File: config.mk
export PLATFORM = sky130hd
export DESIGN_NAME = pllsyn_top
export DESIGN_NICKNAME = d
export VERILOG_FILES = /design/src/rtl/pllsyn_pkg.sv /design/src/rtl/pllsyn_sync.sv /design/src/rtl/pllsyn_cnt.sv /design/src/rtl/pllsyn_top.sv
export SDC_FILE = /design/constraint.sdc
export NUM_CORES = 1
export LEC_CHECK = 0
export ABC_AREA = 1
export BUFFER_PORTS_ARGS = -buffer_cell sky130_fd_sc_hd__buf_4
export CAP_MARGIN = 10
export CORE_ASPECT_RATIO = 0.5
export CORE_UTILIZATION = 54
export CTS_BUF_LIST = sky130_fd_sc_hd__clkbuf_4 sky130_fd_sc_hd__clkbuf_8
export CTS_CLUSTER_SIZE = 10
export DETAILED_ROUTE_END_ITERATION = 12
export PLACE_DENSITY_LB_ADDON = 0.3
export SLEW_MARGIN = 30
export SYNTH_ARGS = -nofsm -noshare
export SYNTH_HDL_FRONTEND = slang
export SYNTH_HIERARCHICAL = 1
export SYNTH_SLANG_ARGS = --single-unit
File: constraint.sdc
create_clock -name clk -period 1.85 [get_ports clk]
set_input_delay 0.0925 -clock clk [delete_from_list [all_inputs] [get_ports clk]]
set_output_delay 0.0925 -clock clk [all_outputs]
set_load 0.01 [all_outputs]
File: src/rtl/pllsyn_pkg.sv
// constants shared by the synthesizer divider control block
// assumes a single 200 MHz system clock and byte-addressed register access
package pllsyn_pkg;
  // ----------------------------------------
  // register map, byte addresses
  // ----------------------------------------
  localparam int          ADDR_W    = 5;
  localparam logic [4:0]  OFF_STAT  = 5'h00;
  localparam logic [4:0]  OFF_MASK  = 5'h04;
  localparam logic [4:0]  OFF_REF   = 5'h08;
  localparam logic [4:0]  OFF_DIV   = 5'h0C;
  // ----------------------------------------
  // status and mask layout
  // ----------------------------------------
  localparam int          ST_W      = 3;
  localparam int          ST_REF    = 0;
  localparam int          ST_DIV    = 1;
  localparam int          ST_LOSS   = 2;
  localparam logic [2:0]  RST_STAT  = 3'h0;
  localparam logic [2:0]  RST_MASK  = 3'h0;
  // ----------------------------------------
  // serial word layout, last bit shifted sits at bit 0
  // ----------------------------------------
  localparam int          CTL_BIT   = 0;
  localparam int          SEL_BIT   = 1;
  localparam int          REF_LSB   = 2;
  localparam int          SWAL_LSB  = 1;
  // ----------------------------------------
  // latch values after reset
  // ----------------------------------------
  localparam int          RST_REF   = 8;
  localparam int          RST_MAIN  = 16;
  localparam int          RST_SWAL  = 0;
  localparam logic        RST_SEL   = 1'b0;
  // ----------------------------------------
  // prescaler small modulus per select bit
  // ----------------------------------------
  localparam int          PSC_SMALL = 64;
  localparam int          PSC_LARGE = 128;
  // pin order: vco, ref, polarity, strobe, data, serial clock
  localparam logic [5:0]  PIN_RST   = 6'h0C;
endpackage : pllsyn_pkg

File: src/rtl/pllsyn_sync.sv
// three-stage input synchroniser with agreement filter
// assumes din is asynchronous to clk
`timescale 1ns/100ps
module pllsyn_sync #(
  parameter logic RST_VAL = 1'b0
) (
  input  wire logic clk,
  input  wire logic rst,
  input  wire logic din,
  output logic      level,
  output logic      rise
);
  logic s1_ff;
  logic s2_ff;
  logic s3_ff;
  logic lvl_ff;
  logic nxt_lvl;

  // first stage feeds only the second
  always_ff @(posedge clk) begin
    if (rst) begin
      s1_ff <= RST_VAL;
      s2_ff <= RST_VAL;
      s3_ff <= RST_VAL;
    end else begin
      s1_ff <= din;
      s2_ff <= s1_ff;
      s3_ff <= s2_ff;
    end
  end

  // a change counts only once stages two and three agree
  assign nxt_lvl = (s2_ff == s3_ff) ? s3_ff : lvl_ff;

  always_ff @(posedge clk) begin
    if (rst) begin
      lvl_ff <= RST_VAL;
    end else begin
      lvl_ff <= nxt_lvl;
    end
  end

  assign level = lvl_ff;
  assign rise  = nxt_lvl & ~lvl_ff;
endmodule : pllsyn_sync

File: src/rtl/pllsyn_cnt.sv
// loadable down counter used by every divider stage
// assumes load and dec are one-cycle strobes on clk
`timescale 1ns/100ps
module pllsyn_cnt #(
  parameter int W = 8
) (
  input  wire logic         clk,
  input  wire logic         rst,
  input  wire logic         load,
  input  wire logic [W-1:0] load_val,
  input  wire logic         dec,
  output logic      [W-1:0] cnt
);
  logic [W-1:0] cnt_ff;

  // load beats decrement so a terminal count restarts cleanly
  always_ff @(posedge clk) begin
    if (rst) begin
      cnt_ff <= '0;
    end else if (load) begin
      cnt_ff <= load_val;
    end else if (dec) begin
      cnt_ff <= cnt_ff - {{(W-1){1'b0}}, 1'b1};
    end
  end

  assign cnt = cnt_ff;
endmodule : pllsyn_cnt

File: src/rtl/pllsyn_top.sv
// serial-programmed pulse-swallow synthesizer divider control
// assumes all link pins are asynchronous and sampled on clk;
// pump and switch pins are resolved outside from their enables
//
// Local design decisions: register access over Avalon-MM and the placing of the registers.
`timescale 1ns/100ps
module pllsyn_top #(
  parameter int REF_W  = 14,
  parameter int SWAL_W = 7,
  parameter int MAIN_W = 11,
  parameter int PSC_W  = 8
) (
  input  wire logic        clk,
  input  wire logic        rst,
  input  wire logic [4:0]  avs_address,
  input  wire logic        avs_read,
  input  wire logic        avs_write,
  input  wire logic [31:0] avs_writedata,
  output logic      [31:0] avs_readdata,
  output logic             avs_waitrequest,
  output logic             irq,
  input  wire logic        serial_clk_in,
  input  wire logic        serial_data_in,
  input  wire logic        latch_transfer_strobe,
  input  wire logic        phase_polarity_sel,
  input  wire logic        ref_crystal_input,
  input  wire logic        vco_input,
  output logic             ref_crystal_output,
  output logic             main_pump_out,
  output logic             main_pump_oe_n,
  output logic             fast_lock_switch_out,
  output logic             fast_lock_switch_oe_n,
  output logic             ext_pump_up_drive,
  output logic             ext_pump_ref_drive,
  output logic             lock_indicator,
  output logic             compare_monitor_out
);
  localparam int SR_W = MAIN_W + SWAL_W + 1;

  // ----------------------------------------
  // pin synchronisers
  // ----------------------------------------
  logic [5:0] pin_raw;
  logic [5:0] pin_lvl;
  logic [5:0] pin_rise;

  assign pin_raw = {vco_input, ref_crystal_input, phase_polarity_sel,
                    latch_transfer_strobe, serial_data_in, serial_clk_in};

  // strobe and polarity reset high, as an open pin reads
  genvar gi;
  generate
    for (gi = 0; gi < 6; gi++) begin : g_pin
      pllsyn_sync #(
        .RST_VAL (pllsyn_pkg::PIN_RST[gi])
      ) u_sync (
        .clk   (clk),
        .rst   (rst),
        .din   (pin_raw[gi]),
        .level (pin_lvl[gi]),
        .rise  (pin_rise[gi])
      );
    end
  endgenerate

  logic sclk_rise;
  logic data_lvl;
  logic strb_lvl;
  logic strb_rise;
  logic pol_lvl;
  logic ref_lvl;
  logic ref_rise;
  logic vco_rise;

  assign sclk_rise = pin_rise[0];
  assign data_lvl  = pin_lvl[1];
  assign strb_lvl  = pin_lvl[2];
  assign strb_rise = pin_rise[2];
  assign pol_lvl   = pin_lvl[3];
  assign ref_lvl   = pin_lvl[4];
  assign ref_rise  = pin_rise[4];
  assign vco_rise  = pin_rise[5];

  // ----------------------------------------
  // shift register and latches
  // ----------------------------------------
  logic [SR_W-1:0]   sr_ff;
  logic [REF_W-1:0]  r_lat_ff;
  logic              sel_lat_ff;
  logic [MAIN_W-1:0] n_lat_ff;
  logic [SWAL_W-1:0] a_lat_ff;
  logic [REF_W-1:0]  sr_r;
  logic [MAIN_W-1:0] sr_n;
  logic [SWAL_W-1:0] sr_a;
  logic              sr_ctl;

  assign sr_ctl = sr_ff[pllsyn_pkg::CTL_BIT];
  assign sr_r   = sr_ff[pllsyn_pkg::REF_LSB +: REF_W];
  assign sr_n   = sr_ff[SR_W-1 -: MAIN_W];
  assign sr_a   = sr_ff[pllsyn_pkg::SWAL_LSB +: SWAL_W];

  always_ff @(posedge clk) begin
    if (rst) begin
      sr_ff <= '0;
    end else if (sclk_rise) begin
      sr_ff <= {sr_ff[SR_W-2:0], data_lvl};
    end
  end

  // level-sensitive copy; shifting alone never disturbs the counters
  always_ff @(posedge clk) begin
    if (rst) begin
      r_lat_ff   <= REF_W'(pllsyn_pkg::RST_REF);
      sel_lat_ff <= pllsyn_pkg::RST_SEL;
      n_lat_ff   <= MAIN_W'(pllsyn_pkg::RST_MAIN);
      a_lat_ff   <= SWAL_W'(pllsyn_pkg::RST_SWAL);
    end else if (strb_lvl) begin
      if (sr_ctl) begin
        r_lat_ff   <= sr_r;
        sel_lat_ff <= sr_ff[pllsyn_pkg::SEL_BIT];
      end else begin
        n_lat_ff   <= sr_n;
        a_lat_ff   <= sr_a;
      end
    end
  end

  // ----------------------------------------
  // reference divider
  // ----------------------------------------
  logic [REF_W-1:0] ref_cnt;
  logic             ref_tc;
  logic             ref_pulse_ff;

  assign ref_tc = ref_cnt <= REF_W'(1);

  pllsyn_cnt #(
    .W (REF_W)
  ) u_ref_cnt (
    .clk      (clk),
    .rst      (rst),
    .load     (ref_rise & ref_tc),
    .load_val (r_lat_ff),
    .dec      (ref_rise),
    .cnt      (ref_cnt)
  );

  always_ff @(posedge clk) begin
    if (rst) begin
      ref_pulse_ff <= 1'b0;
    end else begin
      ref_pulse_ff <= ref_rise & ref_tc;
    end
  end

  // ----------------------------------------
  // prescaler, swallow and main counters
  // ----------------------------------------
  logic [PSC_W-1:0]  psc_cnt;
  logic [SWAL_W-1:0] swal_cnt;
  logic [MAIN_W-1:0] main_cnt;
  logic [PSC_W-1:0]  p_mod;
  logic [PSC_W-1:0]  psc_mod;
  logic [SWAL_W-1:0] swal_nx;
  logic              pend;
  logic              main_done;
  logic              vco_pulse_ff;

  // select 0 gives 128/129, 1 gives 64/65
  assign p_mod = sel_lat_ff ? PSC_W'(pllsyn_pkg::PSC_SMALL)
                            : PSC_W'(pllsyn_pkg::PSC_LARGE);
  assign pend      = vco_rise & (psc_cnt <= PSC_W'(1));
  assign main_done = pend & (main_cnt <= MAIN_W'(1));
  assign swal_nx   = main_done ? a_lat_ff :
                     (swal_cnt == '0) ? '0 : swal_cnt - SWAL_W'(1);
  // large modulus while swallow remains
  assign psc_mod   = (swal_nx != '0) ? p_mod + PSC_W'(1) : p_mod;

  pllsyn_cnt #(
    .W (PSC_W)
  ) u_psc_cnt (
    .clk      (clk),
    .rst      (rst),
    .load     (pend),
    .load_val (psc_mod),
    .dec      (vco_rise),
    .cnt      (psc_cnt)
  );

  pllsyn_cnt #(
    .W (SWAL_W)
  ) u_swal_cnt (
    .clk      (clk),
    .rst      (rst),
    .load     (main_done),
    .load_val (a_lat_ff),
    .dec      (pend & (swal_cnt != '0)),
    .cnt      (swal_cnt)
  );

  pllsyn_cnt #(
    .W (MAIN_W)
  ) u_main_cnt (
    .clk      (clk),
    .rst      (rst),
    .load     (main_done),
    .load_val (n_lat_ff),
    .dec      (pend),
    .cnt      (main_cnt)
  );

  always_ff @(posedge clk) begin
    if (rst) begin
      vco_pulse_ff <= 1'b0;
    end else begin
      vco_pulse_ff <= main_done;
    end
  end

  // ----------------------------------------
  // phase/frequency comparator
  // ----------------------------------------
  logic up_ff;
  logic dn_ff;
  logic up_set;
  logic dn_set;
  logic lead;
  logic lag;

  assign up_set = up_ff | ref_pulse_ff;
  assign dn_set = dn_ff | vco_pulse_ff;

  // both edges seen: clear together, no dead band memory
  always_ff @(posedge clk) begin
    if (rst) begin
      up_ff <= 1'b0;
      dn_ff <= 1'b0;
    end else begin
      up_ff <= up_set & ~dn_set;
      dn_ff <= dn_set & ~up_set;
    end
  end

  assign lead = pol_lvl ? up_ff : dn_ff;
  assign lag  = pol_lvl ? dn_ff : up_ff;

  // ----------------------------------------
  // pump, switch and monitor outputs
  // ----------------------------------------
  always_ff @(posedge clk) begin
    if (rst) begin
      main_pump_out         <= 1'b0;
      main_pump_oe_n        <= 1'b1;
      fast_lock_switch_out  <= 1'b0;
      fast_lock_switch_oe_n <= 1'b1;
      ext_pump_up_drive     <= 1'b1;
      ext_pump_ref_drive    <= 1'b0;
      lock_indicator        <= 1'b1;
      compare_monitor_out   <= 1'b0;
      ref_crystal_output    <= 1'b1;
    end else begin
      main_pump_out         <= lead;
      main_pump_oe_n        <= ~(lead | lag);
      fast_lock_switch_out  <= lead;
      fast_lock_switch_oe_n <= ~(strb_lvl & (lead | lag));
      ext_pump_up_drive     <= ~lead;
      ext_pump_ref_drive    <= lag;
      lock_indicator        <= ~(up_ff | dn_ff);
      compare_monitor_out   <= pol_lvl ? ref_pulse_ff : vco_pulse_ff;
      ref_crystal_output    <= ~ref_lvl;
    end
  end

  // ----------------------------------------
  // register slave and interrupt
  // ----------------------------------------
  logic [2:0] stat_ff;
  logic [2:0] mask_ff;
  logic [2:0] stat_ev;
  logic [2:0] stat_clr;
  logic       lock_ff;
  logic       wr_acc;
  logic [31:0] rd_mux;

  // access answered one cycle after it is seen
  assign wr_acc = avs_write & ~avs_waitrequest;

  always_ff @(posedge clk) begin
    if (rst) begin
      avs_waitrequest <= 1'b1;
    end else begin
      avs_waitrequest <= ~((avs_read | avs_write) & avs_waitrequest);
    end
  end

  always_comb begin
    rd_mux = 32'h0000_0000;
    case (avs_address)
      pllsyn_pkg::OFF_STAT: rd_mux = {29'h0, stat_ff};
      pllsyn_pkg::OFF_MASK: rd_mux = {29'h0, mask_ff};
      pllsyn_pkg::OFF_REF:  rd_mux = 32'({sel_lat_ff, r_lat_ff});
      pllsyn_pkg::OFF_DIV:  rd_mux = 32'({n_lat_ff, a_lat_ff});
      default:              rd_mux = 32'h0000_0000;
    endcase
  end

  always_ff @(posedge clk) begin
    if (rst) begin
      avs_readdata <= 32'h0000_0000;
    end else if (avs_read & avs_waitrequest) begin
      avs_readdata <= rd_mux;
    end
  end

  always_ff @(posedge clk) begin
    if (rst) begin
      mask_ff <= pllsyn_pkg::RST_MASK;
    end else if (wr_acc && avs_address == pllsyn_pkg::OFF_MASK) begin
      mask_ff <= avs_writedata[2:0];
    end
  end

  always_ff @(posedge clk) begin
    if (rst) begin
      lock_ff <= 1'b1;
    end else begin
      lock_ff <= ~(up_ff | dn_ff);
    end
  end

  assign stat_ev[pllsyn_pkg::ST_REF]  = strb_rise & sr_ctl;
  assign stat_ev[pllsyn_pkg::ST_DIV]  = strb_rise & ~sr_ctl;
  assign stat_ev[pllsyn_pkg::ST_LOSS] = lock_ff & (up_ff | dn_ff);
  assign stat_clr = (wr_acc && avs_address == pllsyn_pkg::OFF_STAT)
                    ? avs_writedata[2:0] : 3'h0;

  // a new event beats a write-one clear in the same cycle
  always_ff @(posedge clk) begin
    if (rst) begin
      stat_ff <= pllsyn_pkg::RST_STAT;
    end else begin
      stat_ff <= (stat_ff & ~stat_clr) | stat_ev;
    end
  end

  always_ff @(posedge clk) begin
    if (rst) begin
      irq <= 1'b0;
    end else begin
      irq <= |(stat_ff & mask_ff);
    end
  end
endmodule : pllsyn_top

==> results.sh <==
export IMPL_cts_sink_count=153
export IMPL_numPlacedInstances=1206
export IMPL_clockBufferDepth=2
export IMPL_antenna_found_initial=0
export IMPL_register_area_sq_um=3080
export IMPL_cts_tree="built"
export IMPL_grt_pass1_wl_um=28100
export IMPL_clkPwrFrac_pct=40.1
export IMPL_hold_viol=0
export IMPL_setup_viol=0
export IMPL_h_tree_depth=4
export IMPL_p_leak_nw=3.83
export IMPL_io_buffers=46
export IMPL_power_density_nw_per_um2=733
export IMPL_worstSkewPairLatency_ps=450
export IMPL_die_area_sq_um=13700
export IMPL_period_share_pct=96.5
export IMPL_die_w_um=165
export IMPL_cp_max_fo=7
export IMPL_root_buffer="clkbuf_8"
export IMPL_cp_start_kind="register"
export IMPL_num_antenna_cells=0
export IMPL_dp_hpwl_um=11800
export IMPL_grt_pass1_vias=6039
export IMPL_clk_pin_slew_ps=90
export IMPL_vias_per_cell=5.27
export IMPL_slowest_stage="dfxtp_2"
export IMPL_combPwrFrac_pct=6.1
export IMPL_worst_ep_required_time_ps=2230
export IMPL_fin_nets=1139
export IMPL_fin_skew_ps=12.1
export IMPL_firstDrtPassIters=5
export IMPL_io_pins=90
export IMPL_drt_total_wl_um=17300
export IMPL_slowest_delay_ps=340
export IMPL_core_sq_um=12800
export IMPL_tightest_slew_ps=603
export IMPL_ys_warnings_count=6
export IMPL_sw_frac_of_total_pct=26.3
export IMPL_grt_total_usage_pct=25.7
export IMPL_n_fill_cell=1114
export IMPL_max_freq_mhz=560
export IMPL_ir_drop_uv=461
export IMPL_ant_nets=0
export IMPL_arrival_ps=2170
export IMPL_route_detailed_drc=0
export IMPL_start_util_pct=55.9
export IMPL_rsz0062_at_grt="yes"
export IMPL_relSlewSlack_pct=59.5
export IMPL_power_total_w=0.00625
export IMPL_drive_gt1_share_pct=20.5
export IMPL_drt_wirelength_per_cell_um=13.7
export IMPL_switchingPower_w=0.00164
export IMPL_hold_path_class="in -> reg"
export IMPL_end_kind="register"
export IMPL_drv_cap=0
export IMPL_final_max_slew_violation_count=0
export IMPL_syn_area_sq_um=7160
export IMPL_drt_iter0_drc=478
export IMPL_num_vias=6699
export IMPL_grt_max_degree=56
export IMPL_worstPathCellList="nand2_1 > nand2_1 > nand2_2 > nor2_2 > nand3_1 > nor2_2 > buf_6 > buf_4 > nand2_2 > inv_4 > nand3_1 > a21oi_2"
export IMPL_die_h_um=83.4
export IMPL_path_class="reg -> reg"
export IMPL_syn_inst=998
export IMPL_syn_area_per_cell_sq_um=7.17
export IMPL_finalCriticalPeriod_ps=1790
export IMPL_status="finished clean"
export IMPL_gp_congestion=0.880
export IMPL_cts_inserted_buffers=17
export IMPL_grt_overflow=0
export IMPL_sequentialPowerShare_pct=53.8
export IMPL_rows=29
export IMPL_internal_power_w=0.00460
export IMPL_multi_input_area_sq_um=3460
export IMPL_fin_cells=1270
export IMPL_areaGrowthSynthToFinish_pct=19.0
==> power by group through the flow <==
| stage | combinational [W] | clock (W) | sequential, W |
|---|---|---|---|
| CTS | 0.000368 | 0.00254 | 0.00336 |
| detailed placement | 0.000340 | 0 | 0.00344 |
| floorplan | 0.000247 | 0 | 0.00344 |
| finish | 0.000381 | 0.00250 | 0.00336 |
| global route | 0.000428 | 0.00267 | 0.00337 |
| global placement | 0.000331 | 0 | 0.00344 |
==> worst max-delay path, delay by kind of cell (launching register included) <==
kind	cells	cell delay (ps)
AOI/OAI and AO/OA	1	150
DFF	1	340
and+or+nand+nor	8	810
buffers and inverters	3	410
==> flip-flops by register name, indices dropped and copies added, names as in the netlist, 3 cells and up <==
| register | flops |
|---|---|
| stat_ff | 3 |
| g_pin.u_sync/s1_ff | 6 |
| u_psc_cnt/cnt | 8 |
| u_ref_cnt/cnt | 14 |
| sr_ff | 19 |
| r_lat_ff | 14 |
| avs_readdata | 18 |
| g_pin.u_sync/s2_ff | 6 |
| a_lat_ff | 7 |
| u_main_cnt/cnt | 11 |
| g_pin.u_sync/level | 6 |
| mask_ff | 3 |
| g_pin.u_sync/s3_ff | 6 |
| n_lat_ff | 11 |
| u_swal_cnt/cnt | 7 |
==> cells in the final DEF (no fill, tap or decap), drive strengths merged, types with 5 or more instances in the layout <==
cell	n
a31oi	8
conb	19
clkinvlp	6
inv	151
a21oi	72
o21ai	89
dfxtp	153
buf	83
nand4	18
nor3	11
ha	5
clkbuf	18
o22ai	12
or2	6
dlygate4sd3	15
nand3	50
nand2	192
a22oi	21
nor2	150
==> cell type report <==
class,instances,share of cell area [%]
Timing Repair Buffer,98,9.50
Clock inverter,14,1.63
Tap cell,170,2.50
Sequential cell,153,36.1
Clock buffer,18,2.91
Multi-Input combinational cell,669,40.6
Inverter,147,6.70
Timing Repair inverter,1,0.0734
==> layer usage <==
layer	GRT usage [%]	vias up	wire, um
li1	-	3366	-
met1	34.8	3099	8080
met2	41.3	207	8050
met3	5.14	27	953
met4	7.34	0	255
met5	0	-	0
==> through the flow <==
stage | setup TNS, ps | utilization, % | hold WS [ps] | cell area, sq um | worst slack (ps)
after floorplan | 0 | - | 155 | 7240 | 4.94
after global placement | 0 | 60.2 | 274 | 7710 | 47.5
after detailed placement | -5.63 | 60.2 | 283 | 7710 | -5.63
after CTS | 0 | 64.4 | 114 | 8250 | 49.5
after global routing | -445 | 66.5 | 193 | 8520 | -55.1
final | 0 | 66.5 | 140 | 8520 | 64.7
==> path summary, 6_finish.rpt <==
| path | startpoint | endpoint | slack (ps) | depth (start not counted) |
|---|---|---|---|---|
| hold / removal | avs_write | mask_ff[0]$_SDFFE_PP0P_ | 140 | 5 |
| setup reg to reg | g_pin[5].u_sync/level$_SDFF_PP0_ | u_main_cnt/cnt[7]$_SDFFE_PP0P_ | 60 | 12 |
| setup / recovery | g_pin[5].u_sync/level$_SDFF_PP0_ | u_main_cnt/cnt[7]$_SDFFE_PP0P_ | 60 | 12 |
| hold reg to reg | g_pin[5].u_sync/s1_ff$_SDFF_PP0_ | g_pin[5].u_sync/s2_ff$_SDFF_PP0_ | 400 | 2 |
==> timing repair <==
item,CTS,global route
pin swaps,0,25
hold buffers,15,0
gates resized for setup,2,50
setup endpoints to repair,2,34
cloned,0,1
setup buffers,0,16
endpoints found under the hold margin,23,0
(Power assumes the default switching activity.)
